## config.mk

```make
export PLATFORM = sky130hd
export DESIGN_NAME = dual_supply_level_select
export DESIGN_NICKNAME = d
export VERILOG_FILES = /design/src/level_select_pkg.sv /design/src/dual_supply_level_select.sv /design/src/level_decode.sv
export SDC_FILE = /design/constraint.sdc
export NUM_CORES = 1
export LEC_CHECK = 0
export BUFFER_PORTS_ARGS = -buffer_cell sky130_fd_sc_hd__buf_2
export CORE_MARGIN = 3
export CORE_UTILIZATION = 58
export CTS_BUF_LIST = sky130_fd_sc_hd__clkbuf_8
export DETAILED_ROUTE_END_ITERATION = 7
export PLACE_DENSITY_LB_ADDON = 0.15
export SLEW_MARGIN = 20
export SYNTH_ARGS = -nofsm -noshare
export SYNTH_HDL_FRONTEND = slang
export SYNTH_SLANG_ARGS = --single-unit
```

## constraint.sdc

```tcl
create_clock -name clk -period 2.37 [get_ports clk]
set_input_delay 0 -clock clk [delete_from_list [all_inputs] [get_ports clk]]
set_output_delay 0 -clock clk [all_outputs]
set_load 0.01 [all_outputs]
```

## src/level_select_pkg.sv

```systemverilog
package level_select_pkg;

  // field geometry of the level control register
  localparam int          FIELD_W       = 4;
  localparam int          CHANNELS      = 2;
  localparam int          CTRL_W        = FIELD_W * CHANNELS;
  localparam int          RANGE_BIT     = 3;
  localparam int          MV_W          = 16;
  localparam logic [7:0]  CTRL_RESET    = 8'h00;

  // serial slave addresses selected by the strap
  localparam logic [6:0]  ADDR_STRAP_LO = 7'h08;
  localparam logic [6:0]  ADDR_STRAP_HI = 7'h09;
  localparam logic [3:0]  BITS_PER_BYTE = 4'h8;

  // legal level codes
  localparam logic [3:0]  CODE_STANDBY  = 4'h0;
  localparam logic [3:0]  CODE_LO_0     = 4'h1;
  localparam logic [3:0]  CODE_LO_1     = 4'h2;
  localparam logic [3:0]  CODE_LO_2     = 4'h3;
  localparam logic [3:0]  CODE_LO_3     = 4'h4;
  localparam logic [3:0]  CODE_HI_0     = 4'h8;
  localparam logic [3:0]  CODE_HI_1     = 4'h9;
  localparam logic [3:0]  CODE_HI_2     = 4'ha;
  localparam logic [3:0]  CODE_HI_3     = 4'hb;

  // nominal output voltage in millivolts
  localparam logic [15:0] MV_LO_0       = 16'h32c8; // 13000
  localparam logic [15:0] MV_LO_1       = 16'h3415; // 13333
  localparam logic [15:0] MV_LO_2       = 16'h3563; // 13667
  localparam logic [15:0] MV_LO_3       = 16'h36b0; // 14000
  localparam logic [15:0] MV_HI_0       = 16'h46e6; // 18150
  localparam logic [15:0] MV_HI_1       = 16'h4833; // 18483
  localparam logic [15:0] MV_HI_2       = 16'h4981; // 18817
  localparam logic [15:0] MV_HI_3       = 16'h4ace; // 19150

  // serial slave states
  typedef enum logic [2:0] {
    SL_IDLE,
    SL_ADDR,
    SL_ACK_ADDR,
    SL_WDATA,
    SL_ACK_DATA,
    SL_RDATA,
    SL_RACK
  } slave_state_t;

endpackage

```

## src/dual_supply_level_select.sv

```systemverilog
`timescale 1ns/100ps
module dual_supply_level_select
  import level_select_pkg::*;
(
  input  wire logic                                clk,           // 125 MHz clock
  input  wire logic                                arst_n,        // async reset, low
  input  wire logic                                scl_i,         // serial clock level
  input  wire logic                                sda_i,         // serial data level
  output logic                                     sda_o,         // data out, always 0
  output logic                                     sda_oe,        // pull data line low
  input  wire logic                                addr_strap,    // address strap pin
  output logic [level_select_pkg::CTRL_W-1:0]      level_control, // control register
  output logic                                     supply_en_a,   // channel a on
  output logic                                     range_high_a,  // channel a 18 V
  output logic [1:0]                               level_step_a,  // channel a step
  output logic [level_select_pkg::MV_W-1:0]        nominal_mv_a,  // channel a mV
  output logic                                     code_bad_a,    // channel a bad code
  output logic                                     supply_en_b,   // channel b on
  output logic                                     range_high_b,  // channel b 18 V
  output logic [1:0]                               level_step_b,  // channel b step
  output logic [level_select_pkg::MV_W-1:0]        nominal_mv_b,  // channel b mV
  output logic                                     code_bad_b     // channel b bad code
);
  import level_select_pkg::*;

  slave_state_t        state_ff;
  logic                scl_q_ff;
  logic                sda_q_ff;
  logic [3:0]          bit_cnt_ff;
  logic [7:0]          shift_ff;
  logic [7:0]          tx_ff;
  logic                rw_ff;
  logic                nack_ff;
  logic                sda_oe_ff;
  logic [CTRL_W-1:0]   ctrl_ff;
  logic [CHANNELS-1:0] en_ff;
  logic [CHANNELS-1:0] rng_ff;
  logic [CHANNELS-1:0] bad_ff;
  logic [1:0]          step_ff [CHANNELS];
  logic [MV_W-1:0]     mv_ff [CHANNELS];
  logic                scl_rise;
  logic                scl_fall;
  logic                start_seen;
  logic                stop_seen;
  logic                byte_done;
  logic [6:0]          own_addr;
  logic                addr_hit;

  // line events from the previous sample
  assign scl_rise   = scl_i & ~scl_q_ff;
  assign scl_fall   = ~scl_i & scl_q_ff;
  assign start_seen = scl_i & scl_q_ff & sda_q_ff & ~sda_i;
  assign stop_seen  = scl_i & scl_q_ff & ~sda_q_ff & sda_i;
  assign byte_done  = (bit_cnt_ff == BITS_PER_BYTE);
  assign own_addr   = addr_strap ? ADDR_STRAP_HI : ADDR_STRAP_LO;
  assign addr_hit   = (shift_ff[7:1] == own_addr);

  // previous line levels
  always_ff @(posedge clk or negedge arst_n) begin
    if (!arst_n) begin
      scl_q_ff <= 1'b1;
      sda_q_ff <= 1'b1;
    end else begin
      scl_q_ff <= scl_i;
      sda_q_ff <= sda_i;
    end
  end

  // bit sampling on clock rise
  always_ff @(posedge clk or negedge arst_n) begin
    if (!arst_n) begin
      bit_cnt_ff <= 4'h0;
      shift_ff   <= 8'h00;
      nack_ff    <= 1'b0;
    end else if (start_seen || stop_seen) begin
      bit_cnt_ff <= 4'h0;
    end else if (scl_rise) begin
      if (state_ff == SL_RACK) begin
        nack_ff <= sda_i;
      end else if (state_ff == SL_ADDR || state_ff == SL_WDATA || state_ff == SL_RDATA) begin
        shift_ff   <= {shift_ff[6:0], sda_i};
        bit_cnt_ff <= 4'(bit_cnt_ff + 4'h1);
      end
    end else if (scl_fall && (state_ff == SL_ACK_ADDR || state_ff == SL_ACK_DATA
                              || state_ff == SL_RACK || byte_done)) begin
      bit_cnt_ff <= 4'h0;
    end
  end

  // slave sequence, data line changes on clock fall
  always_ff @(posedge clk or negedge arst_n) begin
    if (!arst_n) begin
      state_ff  <= SL_IDLE;
      rw_ff     <= 1'b0;
      tx_ff     <= 8'h00;
      sda_oe_ff <= 1'b0;
    end else if (start_seen) begin
      state_ff  <= SL_ADDR;
      sda_oe_ff <= 1'b0;
    end else if (stop_seen) begin
      state_ff  <= SL_IDLE;
      sda_oe_ff <= 1'b0;
    end else if (scl_fall) begin
      unique case (state_ff)
        SL_IDLE: ;
        SL_ADDR: if (byte_done) begin
          if (addr_hit) begin
            state_ff  <= SL_ACK_ADDR;
            rw_ff     <= shift_ff[0];
            sda_oe_ff <= 1'b1;
          end else begin
            state_ff <= SL_IDLE;
          end
        end
        SL_ACK_ADDR: begin
          if (rw_ff) begin
            state_ff  <= SL_RDATA;
            tx_ff     <= {ctrl_ff[6:0], 1'b0};
            sda_oe_ff <= ~ctrl_ff[7];
          end else begin
            state_ff  <= SL_WDATA;
            sda_oe_ff <= 1'b0;
          end
        end
        SL_WDATA: if (byte_done) begin
          state_ff  <= SL_ACK_DATA;
          sda_oe_ff <= 1'b1;
        end
        SL_ACK_DATA: begin
          state_ff  <= SL_WDATA;
          sda_oe_ff <= 1'b0;
        end
        SL_RDATA: begin
          if (byte_done) begin
            state_ff  <= SL_RACK;
            sda_oe_ff <= 1'b0;
          end else begin
            tx_ff     <= {tx_ff[6:0], 1'b0};
            sda_oe_ff <= ~tx_ff[7];
          end
        end
        SL_RACK: begin
          if (nack_ff) begin
            state_ff  <= SL_IDLE;
            sda_oe_ff <= 1'b0;
          end else begin
            state_ff  <= SL_RDATA;
            tx_ff     <= {ctrl_ff[6:0], 1'b0};
            sda_oe_ff <= ~ctrl_ff[7];
          end
        end
      endcase
    end
  end

  // level control register, written only in write mode
  always_ff @(posedge clk or negedge arst_n) begin
    if (!arst_n) begin
      ctrl_ff <= CTRL_RESET;
    end else if (scl_fall && state_ff == SL_WDATA && byte_done) begin
      ctrl_ff <= shift_ff;
    end
  end

  // identical decoder per channel, outputs registered
  for (genvar ch = 0; ch < CHANNELS; ch++) begin : g_chan
    logic            dec_en;
    logic            dec_rng;
    logic [1:0]      dec_step;
    logic [MV_W-1:0] dec_mv;
    logic            dec_bad;

    level_decode u_dec (
      .field      (ctrl_ff[ch*FIELD_W +: FIELD_W]),
      .enable     (dec_en),
      .range_high (dec_rng),
      .step       (dec_step),
      .nominal_mv (dec_mv),
      .illegal    (dec_bad)
    );

    always_ff @(posedge clk or negedge arst_n) begin
      if (!arst_n) begin
        en_ff[ch]   <= 1'b0;
        rng_ff[ch]  <= 1'b0;
        bad_ff[ch]  <= 1'b0;
        step_ff[ch] <= 2'h0;
        mv_ff[ch]   <= '0;
      end else begin
        en_ff[ch]   <= dec_en;
        rng_ff[ch]  <= dec_rng;
        bad_ff[ch]  <= dec_bad;
        step_ff[ch] <= dec_step;
        mv_ff[ch]   <= dec_mv;
      end
    end
  end

  // sda_o is a flop held low: the line is open drain
  always_ff @(posedge clk or negedge arst_n) begin
    if (!arst_n) begin
      sda_o <= 1'b0;
    end else begin
      sda_o <= 1'b0;
    end
  end

  assign sda_oe        = sda_oe_ff;
  assign level_control = ctrl_ff;
  assign supply_en_a   = en_ff[0];
  assign range_high_a  = rng_ff[0];
  assign level_step_a  = step_ff[0];
  assign nominal_mv_a  = mv_ff[0];
  assign code_bad_a    = bad_ff[0];
  assign supply_en_b   = en_ff[1];
  assign range_high_b  = rng_ff[1];
  assign level_step_b  = step_ff[1];
  assign nominal_mv_b  = mv_ff[1];
  assign code_bad_b    = bad_ff[1];

  // helper: has any write reached the register yet
  logic wr_seen_ff;
  always_ff @(posedge clk or negedge arst_n) begin
    if (!arst_n) begin
      wr_seen_ff <= 1'b0;
    end else if (scl_fall && state_ff == SL_WDATA && byte_done) begin
      wr_seen_ff <= 1'b1;
    end
  end

  // checks
  property p_range_msb;
    @(posedge clk) disable iff (!arst_n)
      (ctrl_ff[3:0] == CODE_HI_2) ##1 $stable(ctrl_ff) |=> range_high_a && supply_en_a;
  endproperty
  a_range_msb: assert property (p_range_msb) else $error("range bit not followed");

  property p_standby;
    @(posedge clk) disable iff (!arst_n)
      (ctrl_ff[7:4] == CODE_STANDBY) |=> !supply_en_b && nominal_mv_b == '0;
  endproperty
  a_standby: assert property (p_standby) else $error("zero code left output on");

  property p_levels_on;
    @(posedge clk) disable iff (!arst_n)
      (ctrl_ff[3:0] == CODE_LO_1) |=> supply_en_a && !range_high_a && level_step_a == 2'h1;
  endproperty
  a_levels_on: assert property (p_levels_on) else $error("legal code not enabled");

  property p_volt_map;
    @(posedge clk) disable iff (!arst_n)
      (ctrl_ff[7:4] == CODE_HI_3) |=> nominal_mv_b == MV_HI_3 && level_step_b == 2'h3;
  endproperty
  a_volt_map: assert property (p_volt_map) else $error("voltage map wrong");

  property p_same_map;
    @(posedge clk) disable iff (!arst_n)
      (ctrl_ff[3:0] == ctrl_ff[7:4]) |=> nominal_mv_a == nominal_mv_b
        && supply_en_a == supply_en_b && level_step_a == level_step_b;
  endproperty
  a_same_map: assert property (p_same_map) else $error("channels decode differently");

  property p_addr_ack;
    @(posedge clk) disable iff (!arst_n)
      (state_ff == SL_ADDR && scl_fall && byte_done && !start_seen && !stop_seen)
        |=> sda_oe == (shift_ff[7:1] == (addr_strap ? 7'h09 : 7'h08));
  endproperty
  a_addr_ack: assert property (p_addr_ack) else $error("address answer wrong");

  property p_read_no_write;
    @(posedge clk) disable iff (!arst_n)
      (state_ff == SL_RDATA || state_ff == SL_RACK) |=> $stable(ctrl_ff);
  endproperty
  a_read_no_write: assert property (p_read_no_write) else $error("read altered register");

  property p_reset_standby;
    @(posedge clk) disable iff (!arst_n)
      !wr_seen_ff |-> ctrl_ff == 8'h00 && !supply_en_a && !supply_en_b;
  endproperty
  a_reset_standby: assert property (p_reset_standby) else $error("not standby after reset");

  c_write: cover property (@(posedge clk) disable iff (!arst_n)
    state_ff == SL_ACK_DATA ##1 state_ff == SL_WDATA);
  c_read: cover property (@(posedge clk) disable iff (!arst_n)
    state_ff == SL_RACK && scl_fall && !nack_ff);
  c_to_standby: cover property (@(posedge clk) disable iff (!arst_n)
    supply_en_a ##1 !supply_en_a);
endmodule

```

## src/level_decode.sv

```systemverilog
`timescale 1ns/100ps
module level_decode
  import level_select_pkg::*;
(
  input  wire logic [level_select_pkg::FIELD_W-1:0] field,      // level select field
  output logic                                      enable,     // supply output on
  output logic                                      range_high, // 18 V range
  output logic [1:0]                                step,       // level within range
  output logic [level_select_pkg::MV_W-1:0]         nominal_mv, // nominal millivolts
  output logic                                      illegal     // unlisted code
);
  // each channel gets its own instance of this decoder, so the mapping is identical
  always_comb begin
    enable     = 1'b1;
    range_high = field[RANGE_BIT];
    step       = field[1:0];
    nominal_mv = '0;
    illegal    = 1'b0;
    unique case (field)
      CODE_STANDBY: begin
        enable = 1'b0;
        step   = 2'h0;
      end
      CODE_LO_0: nominal_mv = MV_LO_0;
      CODE_LO_1: nominal_mv = MV_LO_1;
      CODE_LO_2: nominal_mv = MV_LO_2;
      CODE_LO_3: begin
        nominal_mv = MV_LO_3;
        step       = 2'h3;
      end
      CODE_HI_0: nominal_mv = MV_HI_0;
      CODE_HI_1: nominal_mv = MV_HI_1;
      CODE_HI_2: nominal_mv = MV_HI_2;
      CODE_HI_3: nominal_mv = MV_HI_3;
      default: begin
        // unlisted codes keep the output off
        enable     = 1'b0;
        range_high = 1'b0;
        step       = 2'h0;
        illegal    = 1'b1;
      end
    endcase
    if (field == CODE_LO_0 || field == CODE_LO_1 || field == CODE_LO_2) begin
      step = 2'(field[1:0] - 2'h1);
    end
  end
endmodule

```

Yosys cells after proc, flatten, opt, wreduce, memory -nomap -nowiden
Cells that the tools add are included.
{ "word_totals": {"mem_bits_rw": 0, "rom_bits": 0, "mem_count": 0, "elab_cells": 147, "input_bits": 5, "latchBits": 0, "output_inout_bits": 52, "regBits": 78} }
{ "op_classes": {"bitwise_logic": 17, "div": 0, "mux": 42, "order_cmp": 0, "reduce_logical": 32, "n_addsub": 3, "n_shift": 0, "eq_ne": 33, "multipliers": 0} }
{ "ops": {"columns": ["operator", "count"], "rows": [
  ["case mux 15 bit (8 select lines)", 2],
  ["== test 4 bit, second input constant", 9],
  ["2-to-1 mux 3 bit", 8],
  ["2-to-1 mux 8 bit", 3],
  ["case mux 8 bit (3 select lines)", 1],
  ["2-to-1 mux 4 bit", 5],
  ["case mux 3 bit (6 select lines)", 1],
  ["OR reduction 9 bit", 2],
  ["== test 4 x 2 -> 1 bit, second input constant", 4],
  ["2-to-1 mux 1 bit", 16],
  ["inequality test 4 bit, second input constant", 4],
  ["OR reduction 8 bit", 2],
  ["OR reduction 7 bit", 2],
  ["logical OR 1 bit", 10],
  ["NOT 1 bit", 10],
  ["AND reduction 5 bit", 2],
  ["== test 3 bit, second input constant", 3],
  ["nonzero test 3 bit", 3],
  ["== test 4 x 1 -> 1 bit, second input constant", 2],
  ["== test 4 x 3 -> 1 bit, second input constant", 2],
  ["zero test 4 bit", 2],
  ["case mux 2 bit (2 select lines)", 2],
  ["nonzero test 8 bit", 1],
  ["AND 1 bit", 7],
  ["15 further kinds", 24]
]} }

Depth between registers and ports, before layout
Gate-level depths: netlist of the first run.
{ "depth": {"word_depth": 8, "depth_mapped": 7, "mapped_depth_nobuf": 6} }

Modules after synthesis
Synthesis of the first run repeated with hierarchy kept, for this count alone.
{ "unflattened": {"cells_unflattened": 327, "area_unflattened_um2": 3694.8} }
{ "by_module_without_submodules": {"columns": ["module", "cells_per_inst", "n_inst", "seq_area_each_um2", "area_each_um2"], "rows": [
  ["dual_supply_level_select", 201, 1, 1929.4, 2912.8],
  ["level_decode (g_chan[0].u_dec)", 64, 1, 0.0, 404.1],
  ["level_decode (g_chan[1].u_dec)", 62, 1, 0.0, 377.9]
]} }

Worst setup path before layout of the first run
No wires, ideal clock.
{ "synth_path": {"path_type": "register to register", "from": "register state_ff[1]", "to": "register sda_oe_ff, in the netlist sda_oe", "synth_period_minus_slack_ps": 1683, "slack_ps": 687, "arrival_ps": 1556, "setup_ps": 127, "stages_incl_launch_ff": 5, "required_ps": 2243, "n_path_buf": 0, "cell_sequence": "dfrtp_1 > or3b_1 > a311oi_2 > nand3b_1 > mux2_1"} }
{ "synth_via": {"elab_chain_cells": 5, "word_cells_on_any_way": 15, "cone_classes": "eq/ne (9); mux (4); reduce/logical (2)"} }
{ "synth_lines": {"columns": ["item", "line", "rtl"], "rows": [
  ["start: declaration", "dual_supply_level_select.sv:26", "slave_state_t state_ff;"],
  ["start signal: assignment", "dual_supply_level_select.sv:93", "state_ff <= SL_IDLE;"],
  ["start signal: assignment", "dual_supply_level_select.sv:98", "state_ff <= SL_ADDR;"],
  ["start signal: assignment", "dual_supply_level_select.sv:101", "state_ff <= SL_IDLE;"],
  ["== test 3 bit (tied with other cells)", "dual_supply_level_select.sv:104", "unique case (state_ff)"],
  ["case mux 1 bit (6 select lines)", "dual_supply_level_select.sv:104", null],
  ["2-to-1 mux 1 bit", "dual_supply_level_select.sv:103", "end else if (scl_fall) begin"],
  ["2-to-1 mux 1 bit", "dual_supply_level_select.sv:100", "end else if (stop_seen) begin"],
  ["2-to-1 mux 1 bit", "dual_supply_level_select.sv:97", "end else if (start_seen) begin"],
  ["end signal: assignment", "dual_supply_level_select.sv:119", "sda_oe_ff <= ~ctrl_ff[7];"],
  ["end signal: assignment", "dual_supply_level_select.sv:139", "sda_oe_ff <= ~tx_ff[7];"],
  ["end signal: assignment", "dual_supply_level_select.sv:149", "sda_oe_ff <= ~ctrl_ff[7];"],
  ["end: declaration", "dual_supply_level_select.sv:34", "logic sda_oe_ff;"]
]} }
Several ways; a longest one is shown, not always the timed one. The select of a mux whose other input is x is not followed.
A chain may end at the register's enable or synchronous reset.

Final worst setup path of the first run
{ "layout_path": {"from": "register state_ff[2]", "to": "register tx_ff[2]"} }
{ "layout_via": {"elab_chain_cells": 3, "word_cells_on_any_way": 9, "cone_classes": "eq/ne (6); mux (1); reduce/logical (2)"} }
{ "layout_lines": {"columns": ["item", "line", "rtl"], "rows": [
  ["== test 3 bit / == test 3 x 2 -> 1 bit (equally long branches)", "dual_supply_level_select.sv:104", null],
  ["inequality test 2 bit (no source line) / nonzero test 3 bit (equally long branches)", null, null],
  ["AND reduction 7 bit (no source line)", null, null],
  ["end signal: assignment", "dual_supply_level_select.sv:118", "tx_ff <= {ctrl_ff[6:0], 1'b0};"],
  ["end signal: assignment", "dual_supply_level_select.sv:138", "tx_ff <= {tx_ff[6:0], 1'b0};"],
  ["end signal: assignment", "dual_supply_level_select.sv:148", "tx_ff <= {ctrl_ff[6:0], 1'b0};"],
  ["end: declaration", "dual_supply_level_select.sv:31", "logic [7:0] tx_ff;"]
]} }
Several ways; a longest one is shown, not always the timed one.

==> results of run 1 <==
## sequential cells by signal (all words and copies together), names as in the netlist, 2 cells and up
name,cells
shift_ff,8
tx_ff,7
state_ff,3
nominal_mv_a,14
nominal_mv_b,14
bit_cnt_ff,4
level_control,8
level_step_b,2
level_step_a,2
## stage by stage
stage	setup WS [ns]	instances	hold slack [ns]	total power, mW
final	0.319	447	0.148	2.80
after global placement	0.431	428	0.156	1.61
after global routing	0.217	447	0.160	2.91
after floorplan	0.687	321	-0.296	1.53
after detailed placement	0.365	428	0.159	1.62
after CTS	0.330	447	0.147	2.82
## final timing paths
path	to	cells after the start	slack (ns)	startpoint
hold reg to reg	tx_ff[1]	1	0.48	tx_ff[1]
max in group asynchronous	nominal_mv_a[8]	3	1.26	arst_n
hold / removal	state_ff[1]	4	0.15	addr_strap
setup reg to reg	tx_ff[2]	4	0.32	state_ff[2]
setup / recovery	tx_ff[2]	4	0.32	state_ff[2]
min in group asynchronous	nominal_mv_b[11]	2	0.34	arst_n
## power by group
group	switching [mW]	internal [mW]
registers	0.0770	1.29
logic	0.128	0.102
clock network	0.448	0.755
## per-layer routing
layer | wire, um | vias to the layer above | track usage, %
met4 | 139 | 0 | 10.8
met2 | 3530 | 74 | 35.1
li1 | - | 1219 | -
met3 | 316 | 13 | 3.87
met5 | 0 | - | 0
met1 | 3000 | 1212 | 26.8
## kinds of logic after synthesis
| kind of cell | synth area share (%) |
|---|---|
| other cells | 0.109 |
| fa+ha+maj | 4.00 |
| mux | 11.0 |
| compound gates | 13.1 |
| simple gates | 13.5 |
| xor+xnor | 0.764 |
| flops | 52.5 |
| buf+inv | 5.13 |
## worst max-delay path: cells and delay by family, from the launching register on
kind | cells | cell delay [ns]
AOI/OAI and AO/OA | 2 | 0.88
and+or+nand+nor | 1 | 0.09
DFF | 1 | 0.62
muxes | 1 | 0.33
## area by class of cell
class                   instances  area share (%)
well taps                      72            2.25
clock inverters                 5            2.56
repair buffers                 61            8.30
multi-input cells             209            36.6
flip-flops and latches         72            45.0
inverters                      17            1.59
clock buffers                  11            3.77
## placed cells by master (no fill, tap or decap), types with 4 or more instances in the layout
cell type	Yosys	layout
nand2_1	15	15
nor2b_1	6	6
nand3_1	9	9
buf_2	3	53
a22o_1	4	4
mux2_2	29	29
a21oi_1	19	19
nor3_1	7	7
dfrtp_1	70	70
ha_1	11	11
inv_1	17	17
a211oi_1	5	5
nand2b_1	6	6
clkbuf_8	0	11
o21ai_0	14	14
a31oi_1	7	7
buf_4	6	5
a21o_1	5	5
nand3b_1	6	6
nor2_1	23	23
## timing repair
action,CTS,global route
setup buffers,0,0
hold buffers,3,0
hold endpoints to repair,44,0
==> summary.md, run 1 <==
| Metric | Value |
|---|---|
| Status | `finished, final reports clean` |
| Final #Nets | `386` |
| Fin util | `71.5%` |
| Final hold violations | `0` |
| Setup TNS Final | `0 ns` |
| H-tree levels | `3` |
| Std cell rows | `27` |
| PortBufs | `53` |
| Worst path arrival time | `2.28 ns` |
| Fmax | `488 MHz` |
| Crit Path Category | `flip-flop to flip-flop` |
| Vias | `2,518` |
| Leakage power | `2.09 nW` |
| Worst setup SP type | `flip-flop` |
| DRC Markers | `0` |
| Post-synth EDFFs | `0` |
| Number of synthesized register bits | `72` |
| Fill count | `423` |
| Fin crit period | `2.05 ns` |
| Die ar. | `6890 um2` |
| Final setup fails | `0` |
| Layout Skew | `0.00816 ns` |
| Post-route design area | `4010 um2` |
| Tot GR Track Use | `21.3%` |
| Initial antenna violation count | `0` |
| Largest net degree at the start of global routing | `45` |
| Worst hold path type | `input port to flip-flop` |
| RSZ-0062 raised after global routing | `false` |
| Area growth, synth to finish | `16.6%` |
| Synth cell types | `50` |
| Overflow after GRT | `0` |
| Yosys warns | `0` |
| Total Wirelength | `6990 um` |
| Area of the multi-input gates | `1470 um2` |
| Critical-path top delay cell | `dfrtp_1` |
| Register area | `1800 um2` |
| Die Span Y | `83.0 um` |
| Critical path required time | `2.60 ns` |
| CP Capture Type | `flip-flop` |
| PD cells | `699 nW/um2` |
| Vias/cell | `5.63` |
| Starting Density | `61.3%` |
| Antenna cell count | `0` |
| CTS tree | `built` |
| Core area | `5610 um2` |
| Synth async-reset ratio | `100%` |
| Period utilization | `86.5%` |
| First-pass DRT Iterations | `4` |
| Top-count cell post-synth | `dfrtp_1` |
| CTS sink cnt | `72` |
| I/O pin count | `57` |
| Clock Pin Slew Worst Setup and Hold Paths | `0.07 ns` |
| Dpl hpwl | `4920 um` |
| Cts repair resizes | `0` |
| Vias in the first global route | `2,509` |
| Maximum fanout along the worst path | `16` |
| Post-Syn Area | `3440 um2` |
| WL/cell | `15.6 um` |
| Clock Path Buffers | `2` |
| Synth cell count leaders | `dfrtp_1 (70), mux2_2 (29), nor2_1 (23)` |
| Placed inst area | `3730 um2` |
| Crit-path cells | `nor2_1 -> a2111oi_1 -> o21ai_2 -> mux2_2` |
| Die width | `83.0 um` |
| Detailed Route Iter0 Violations | `164` |
| Clk_lat worst skew | `0.34 ns` |
| Max VDD drop | `0.000430 V` |
| Sequential area share after synthesis | `52.5%` |
| Final max-slew violation count | `0` |
| First-pass GRT wire length | `11,800 um` |
| Share of layout cells above drive strength 1 | `29.1%` |
| Slowest cell delay on critical path | `0.62 ns` |
| Slew @ Worst Pin | `0.940 ns` |
| ANT nets after route | `0` |
| Most used DFF post-synth | `dfrtp_1` |
| Max Cap Viol | `0` |
| Gate Count Post-Synth | `319` |
| Slew Limit Headroom | `37.3%` |
| Biggest area consumer among synthesized cells | `dfrtp_1` |
| GP Congestion | `0.838` |
| Top cell type's share of synthesized area | `50.9%` |
| Top post-synthesis cells by area | `dfrtp_1 (51%), mux2_2 (9.5%), ha_1 (4.0%)` |
| CTS buffer count | `9` |
| Clk root buf | `clkbuf_8` |
| Syn Area/Cell | `10.8 um2` |
Power figures use the tool's default switching activity.
==> inputs of run 2 (changes only) <==
Settings changed: ABC_CLOCK_PERIOD_IN_PS from default to 2050, CELL_PAD_IN_SITES_DETAIL_PLACEMENT from default to 1, CELL_PAD_IN_SITES_GLOBAL_PLACEMENT from default to 2, CORE_UTILIZATION 58 to 37.
Clock period 2.37 ns to 2.05 ns, I/O delays scaled along.
==> summary.md, run 2 (synthesis gave the netlist of run 1 again) <==
| Metric | Value |
|---|---|
| Slew Limit Headroom | `53.7% (+16 points)` |
| Dpl ws | `0.153 ns (-0.213 ns)` |
| Pwr Total | `3.01 mW (+7.3%)` |
| Reg-to-reg slack, setup | `0.11 ns (-0.21 ns)` |
| Most frequent cells in the layout | `dfrtp_1 (69), buf_2 (53), mux2_2 (29), nor2_1 (23)` |
| H-tree levels | `3 (unchanged)` |
| CTS sink cnt | `72 (unchanged)` |
| DRC Markers | `0 (unchanged)` |
| Crit Path Category | `flip-flop to flip-flop` |
| Share of layout cells above drive strength 1 | `31.0% (+1.9 points)` |
| Leakage power | `2.13 nW (+2.1%)` |
| Die Span Y | `102 um (+23%)` |
| Area growth, synth to finish | `19.0%` |
| I/O pin count | `57 (unchanged)` |
| RR Startpoint | `state_ff[0]` |
| Reg-to-reg endpoint | `state_ff[1]` |
| Vias | `2,559 (+1.6%)` |
| Largest net degree at the start of global routing | `46 (+2.2%)` |
| Overflow after GRT | `0 (unchanged)` |
| Commonest non-fill, non-tap cell in the layout | `dfrtp_1` |
| Post-route design area | `4090 um2 (+2.0%)` |
| Antenna cell count | `0 (unchanged)` |
| PD cells | `735 nW/um2 (+5.2%)` |
| Clk_lat worst skew | `0.34 ns (about the same)` |
| Core area | `8890 um2 (+59%)` |
| Worst hold path type | `input port to async pin` |
| Critical path required time | `2.29 ns (-0.31 ns)` |
| Vias/cell | `5.17 (-8.2%)` |
| WL/cell | `16.0 um (+2.1%)` |
| Max VDD drop | `0.000330 V (-23%)` |
| RSZ-0062 raised after global routing | `false` |
| Final std cells w/o fill | `495 (+11%)` |
| Final max-slew violation count | `0 (unchanged)` |
| GP Congestion | `0.817 (-2.5%)` |
| CTS buffer count | `9 (unchanged)` |
| Worst setup margin | `0.113 ns (-0.206 ns)` |
| First-pass GRT wire length | `12,900 um (+8.7%)` |
| Status | `finished, final reports clean` |
| Fin crit period | `1.94 ns (-0.114 ns)` |
| ANT nets after route | `0 (unchanged)` |
| Starting Density | `38.7% (-23 points)` |
| First-pass DRT Iterations | `4 (unchanged)` |
| Critical Path Source | `state_ff[0]` |
| PortBufs | `53 (unchanged)` |
| Die width | `102 um (+23%)` |
| Layout Skew | `0.0119 ns (+0.00376 ns)` |
| Clock Pin Slew Worst Setup and Hold Paths | `0.08 ns (about the same)` |
| Final hold violations | `0 (unchanged)` |
| Worst path arrival time | `2.18 ns (-0.10 ns)` |
| Clk root buf | `clkbuf_8` |
| Detailed Route Iter0 Violations | `55 (-66%)` |
| Tot GR Track Use | `15.6% (-5.6 points)` |
| Total Wirelength | `7900 um (+13%)` |
| R2R cell count | `5 (+1)` |
| Placed inst area | `3860 um2 (+3.6%)` |
| Maximum fanout along the worst path | `15 (-1)` |
| Fmax | `516 MHz (+5.9%)` |
| CTS tree | `built` |
| Vias in the first global route | `2,516 (+0.28%)` |
| Worst setup SP type | `flip-flop` |
| Placed insts | `476 (+11%)` |
| Final #Nets | `398 (+3.1%)` |
| Dpl hpwl | `5670 um (+15%)` |
| Setup TNS Final | `0 ns (unchanged)` |
| Max Cap Viol | `0 (unchanged)` |
| Clock Path Buffers | `2 (unchanged)` |
| Period utilization | `94.5% (+8.0 points)` |
| Hold WS | `0.211 ns (+0.0626 ns)` |
| CP Capture Type | `flip-flop` |
| Initial antenna violation count | `0 (unchanged)` |
| Setup crit end | `state_ff[1]` |
| Final setup fails | `0 (unchanged)` |
| Std cell rows | `34 (+26%)` |
| Die ar. | `10,500 um2 (+52%)` |
| Slew @ Worst Pin | `0.694 ns (-0.246 ns)` |
| Fin util | `46.0% (-25 points)` |
run 2: changes by cell type in the layout (fill, tap and decap cells not counted), sizes merged:
| cell | previous run | this run |
|---|---|---|
| inv | 17 | 19 |
| bufinv | 3 | 1 |
| buf | 58 | 70 |
| clkinvlp | 1 | 0 |
| clkinv | 1 | 2 |
run 2: worst min-delay path by stage:
stage | start | end | slack [ns] | depth (start not counted)
after floorplan | arst_n | bit_cnt_ff[0] | -0.30 | 0
after global placement | arst_n | nominal_mv_b[6] | 0.03 | 2
after detailed placement | arst_n | code_bad_b | 0.05 | 2
after CTS | arst_n | code_bad_b | 0.21 | 3
after global routing | addr_strap | state_ff[1] | 0.23 | 4
final | arst_n | code_bad_b | 0.21 | 3
run 2: power by group:
part	internal [mW]	switching [mW]	leakage, nW
clock network	0.617	0.520	0.112
registers	1.50	0.0913	0.989
logic	0.125	0.160	1.03
run 2: timing repair:
| action | in CTS | in global routing |
|---|---|---|
| buffers inserted | 0 | 0 |
| setup endpoints to repair | 0 | 1 |
| hold endpoints to repair | 74 | 0 |
| hold buffers | 3 | 0 |
| resized for setup | 0 | 1 |
run 2: area by class of cell:
cell class	instances	area [um2]
Fill cell	1003	4800
Sequential cell	72	1810
Multi-Input combinational cell	209	1470
Timing Repair Buffer	73	423
Clock buffer	11	151
Tap cell	108	135
Inverter	17	63.8
Clock inverter	5	47.5
run 2: critical path: stages, from the launching register on:
cell      delay [ns]
dfrtp_1         0.62
or3b_1          0.44
a311oi_2        0.28
buf_4           0.18
a211oi_1        0.08
a221oi_1        0.22
run 2: metal layers:
layer / GRT usage [%] / routed length [um] / up-vias
met5: 0 / 0 / -
li1: - / - / 1234
met2: 25.0 / 3790 / 48
met3: 3.48 / 253 / 10
met1: 21.2 / 3730 / 1267
met4: 4.94 / 129 / 0
==> inputs of run 3 (changes only) <==
Settings changed: CORE_UTILIZATION 37 to 39, SYNTH_HIERARCHICAL from default to 1.
==> summary.md, run 3 <==
| Metric | Value |
|---|---|
| Biggest area consumer among synthesized cells | `dfrtp_1` |
| Slew Limit Headroom | `63.6% (+9.8 points)` |
| Leakage power | `2.24 nW (+5.2%)` |
| Period utilization | `91.7% (-2.8 points)` |
| ANT nets after route | `0 (unchanged)` |
| Total Wirelength | `8210 um (+3.9%)` |
| Final hold violations | `0 (unchanged)` |
| Vias | `2,651 (+3.6%)` |
| Die width | `103 um (+0.90%)` |
| First-pass GRT wire length | `13,400 um (+4.2%)` |
| Core area | `8980 um2 (+0.96%)` |
| Crit Path Category | `flip-flop to flip-flop` |
| Max Cap Viol | `0 (unchanged)` |
| Area growth, synth to finish | `18.4%` |
| Setup TNS Final | `0 ns (unchanged)` |
| Gate Count Post-Synth | `327 (+2.5%)` |
| I/O pin count | `57 (unchanged)` |
| Antenna cell count | `0 (unchanged)` |
| Max VDD drop | `0.000321 V (-3.0%)` |
| Layout Skew | `0.00909 ns (-0.00282 ns)` |
| Initial antenna violation count | `0 (unchanged)` |
| Worst path arrival time | `2.11 ns (-0.07 ns)` |
| Maximum fanout along the worst path | `8 (-7)` |
| Sequential area share after synthesis | `52.2% (-0.24 points)` |
| Tot GR Track Use | `16.2% (+0.57 points)` |
| Cts repair resizes | `0 (unchanged)` |
| Fill count | `996 (-0.70%)` |
| Synth cell types | `64 (+28%)` |
| Die ar. | `10,700 um2 (+1.8%)` |
| Most used DFF post-synth | `dfrtp_1` |
| Fmax | `532 MHz (+3.1%)` |
| Top-count cell post-synth | `dfrtp_1` |
| PD cells | `701 nW/um2 (-4.6%)` |
| Synth async-reset ratio | `100% (unchanged)` |
| Commonest non-fill, non-tap cell in the layout | `dfrtp_1` |
| Final setup fails | `0 (unchanged)` |
| CTS sink cnt | `77 (+6.9%)` |
| PortBufs | `55 (+3.8%)` |
| Clk root buf | `clkbuf_8` |
| Critical path required time | `2.28 ns (about the same)` |
| Post-synth EDFFs | `0 (unchanged)` |
| RSZ-0062 raised after global routing | `false` |
| Top post-synthesis cells by area | `dfrtp_1 (51%), mux2_2 (9.1%), ha_1 (3.7%)` |
| Starting Density | `41.2% (+2.5 points)` |
| Dpl hpwl | `5940 um (+4.7%)` |
| Yosys warns | `6 (+6)` |
| Placed insts | `504 (+5.9%)` |
| Final #Nets | `408 (+2.5%)` |
| Top cell type's share of synthesized area | `50.8% (-0.13 points)` |
| Hold WS | `0.136 ns (-0.0750 ns)` |
| Overflow after GRT | `0 (unchanged)` |
| Final std cells w/o fill | `522 (+5.5%)` |
| H-tree levels | `3 (unchanged)` |
| Worst hold path type | `input port to async pin` |
| Fin util | `48.7% (+2.7 points)` |
| First-pass DRT Iterations | `6 (+2)` |
| Status | `finished, final reports clean` |
| Slew @ Worst Pin | `0.546 ns (-0.149 ns)` |
| Number of synthesized register bits | `77 (+6.9%)` |
| Clk_lat worst skew | `0.34 ns (about the same)` |
| WL/cell | `15.7 um (-1.5%)` |
| Die Span Y | `103 um (+0.90%)` |
| CTS tree | `built` |
| Most frequent cells in the layout | `dfrtp_1 (75), buf_2 (54), mux2_2 (30), a21oi_1 (20)` |
| Detailed Route Iter0 Violations | `56 (+1.8%)` |
| Final max-slew violation count | `0 (unchanged)` |
| Clock Pin Slew Worst Setup and Hold Paths | `0.08 ns (about the same)` |
| Synth cell count leaders | `dfrtp_1 (75), mux2_2 (30), a21oi_1 (20)` |
| Largest net degree at the start of global routing | `49 (+6.5%)` |
| Post-Syn Area | `3690 um2 (+7.4%)` |
| CTS buffer count | `9 (unchanged)` |
| Fin crit period | `1.88 ns (-0.0577 ns)` |
| Vias/cell | `5.08 (-1.8%)` |
| CP Capture Type | `flip-flop` |
| Share of layout cells above drive strength 1 | `33.1% (+2.1 points)` |
| Vias in the first global route | `2,656 (+5.6%)` |
| DRC Markers | `0 (unchanged)` |
| GP Congestion | `0.793 (-3.0%)` |
| Synth Net Count | `343` |
| Std cell rows | `34 (unchanged)` |
| Syn Area/Cell | `11.3 um2 (+4.8%)` |
| Clock Path Buffers | `2 (unchanged)` |
| Worst setup SP type | `flip-flop` |
[run 3: cell types whose count changed in the layout (fill, tap and decap cells not counted), moves of 3 or more]
cell	before	now
a21o_1	5	1
a22o_1	4	0
mux2i_1	3	6
dfrtp_1	69	75
nor2_1	23	11
a211oi_1	5	2
nand2_1	15	18
[run 3: kinds of logic after synthesis]
kind of cell               after synthesis  share of synthesized area, %
and+or+nand+nor                         89                          14.6
muxes                                   37                          11.2
xor gates and xnor gates                 3                         0.711
DFF                                     77                          52.2
AOI/OAI and AO/OA                       67                          11.9
buffers and inverters                   40                          5.38
other                                    3                         0.305
adders and majority gates               11                          3.72
[run 3: per-layer routing]
layer / global-route usage [%] / up-vias / wire, um
li1: - / 1278 / -
met1: 22.1 / 1312 / 3870
met5: 0 / - / 0
met3: 3.55 / 9 / 280
met4: 4.68 / 0 / 102
met2: 26.1 / 52 / 3950
[run 3: final cells by class]
class | instances | area, um2 | share of cell area (%)
Clock buffer | 10 | 138 | 3.15
Clock inverter | 5 | 60.1 | 1.37
Inverter | 18 | 67.6 | 1.54
Multi-Input combinational cell | 210 | 1570 | 35.8
Sequential cell | 77 | 1930 | 44.1
Tap cell | 126 | 158 | 3.60
Timing Repair Buffer | 76 | 455 | 10.4
[run 3: worst paths after layout]
kind / start / end / slack [ns] / depth (start not counted)
min in group clk: sda_i / sda_q_ff / 0.35 / 2
max in group asynchronous: arst_n / scl_q_ff / 1.27 / 3
worst min register to register: tx_ff[5] / tx_ff[5] / 0.52 / 1
worst min-delay path: arst_n / nominal_mv_b[2] / 0.14 / 2
worst max-delay path: level_control[0] / level_step_a[1] / 0.17 / 5
worst max register to register: level_control[0] / level_step_a[1] / 0.17 / 5
[run 3: worst max-delay path, stage by stage, from the launching register on]
cell and delay, ns:
dfrtp_1 0.50, inv_1 0.11, ha_1 0.32, or4_4 0.57, nor3b_1 0.15, a2bb2oi_1 0.12
[run 3: metrics by stage]
step | power [mW] | worst slack [ns] | cell area [um2]
after floorplan | 1.84 | 0.207 | 3690
after global placement | 1.94 | 0.228 | 4150
after detailed placement | 1.95 | 0.189 | 4150
after CTS | 3.12 | 0.175 | 4370
after global routing | 3.23 | 0.0240 | 4370
final | 3.07 | 0.171 | 4370
[run 3: report_power, final]
part	switching, mW	internal [mW]	total, mW
Combinational	0.134	0.110	0.245
Sequential	0.0815	1.59	1.68
Clock	0.552	0.593	1.15
Total	0.768	2.30	3.07
[run 3: timing repair]
action / in CTS / in global routing
hold endpoints to repair: 79 / 0
setup buffers: 0 / 0
hold buffers: 3 / 0
setup endpoints to repair: 0 / 0
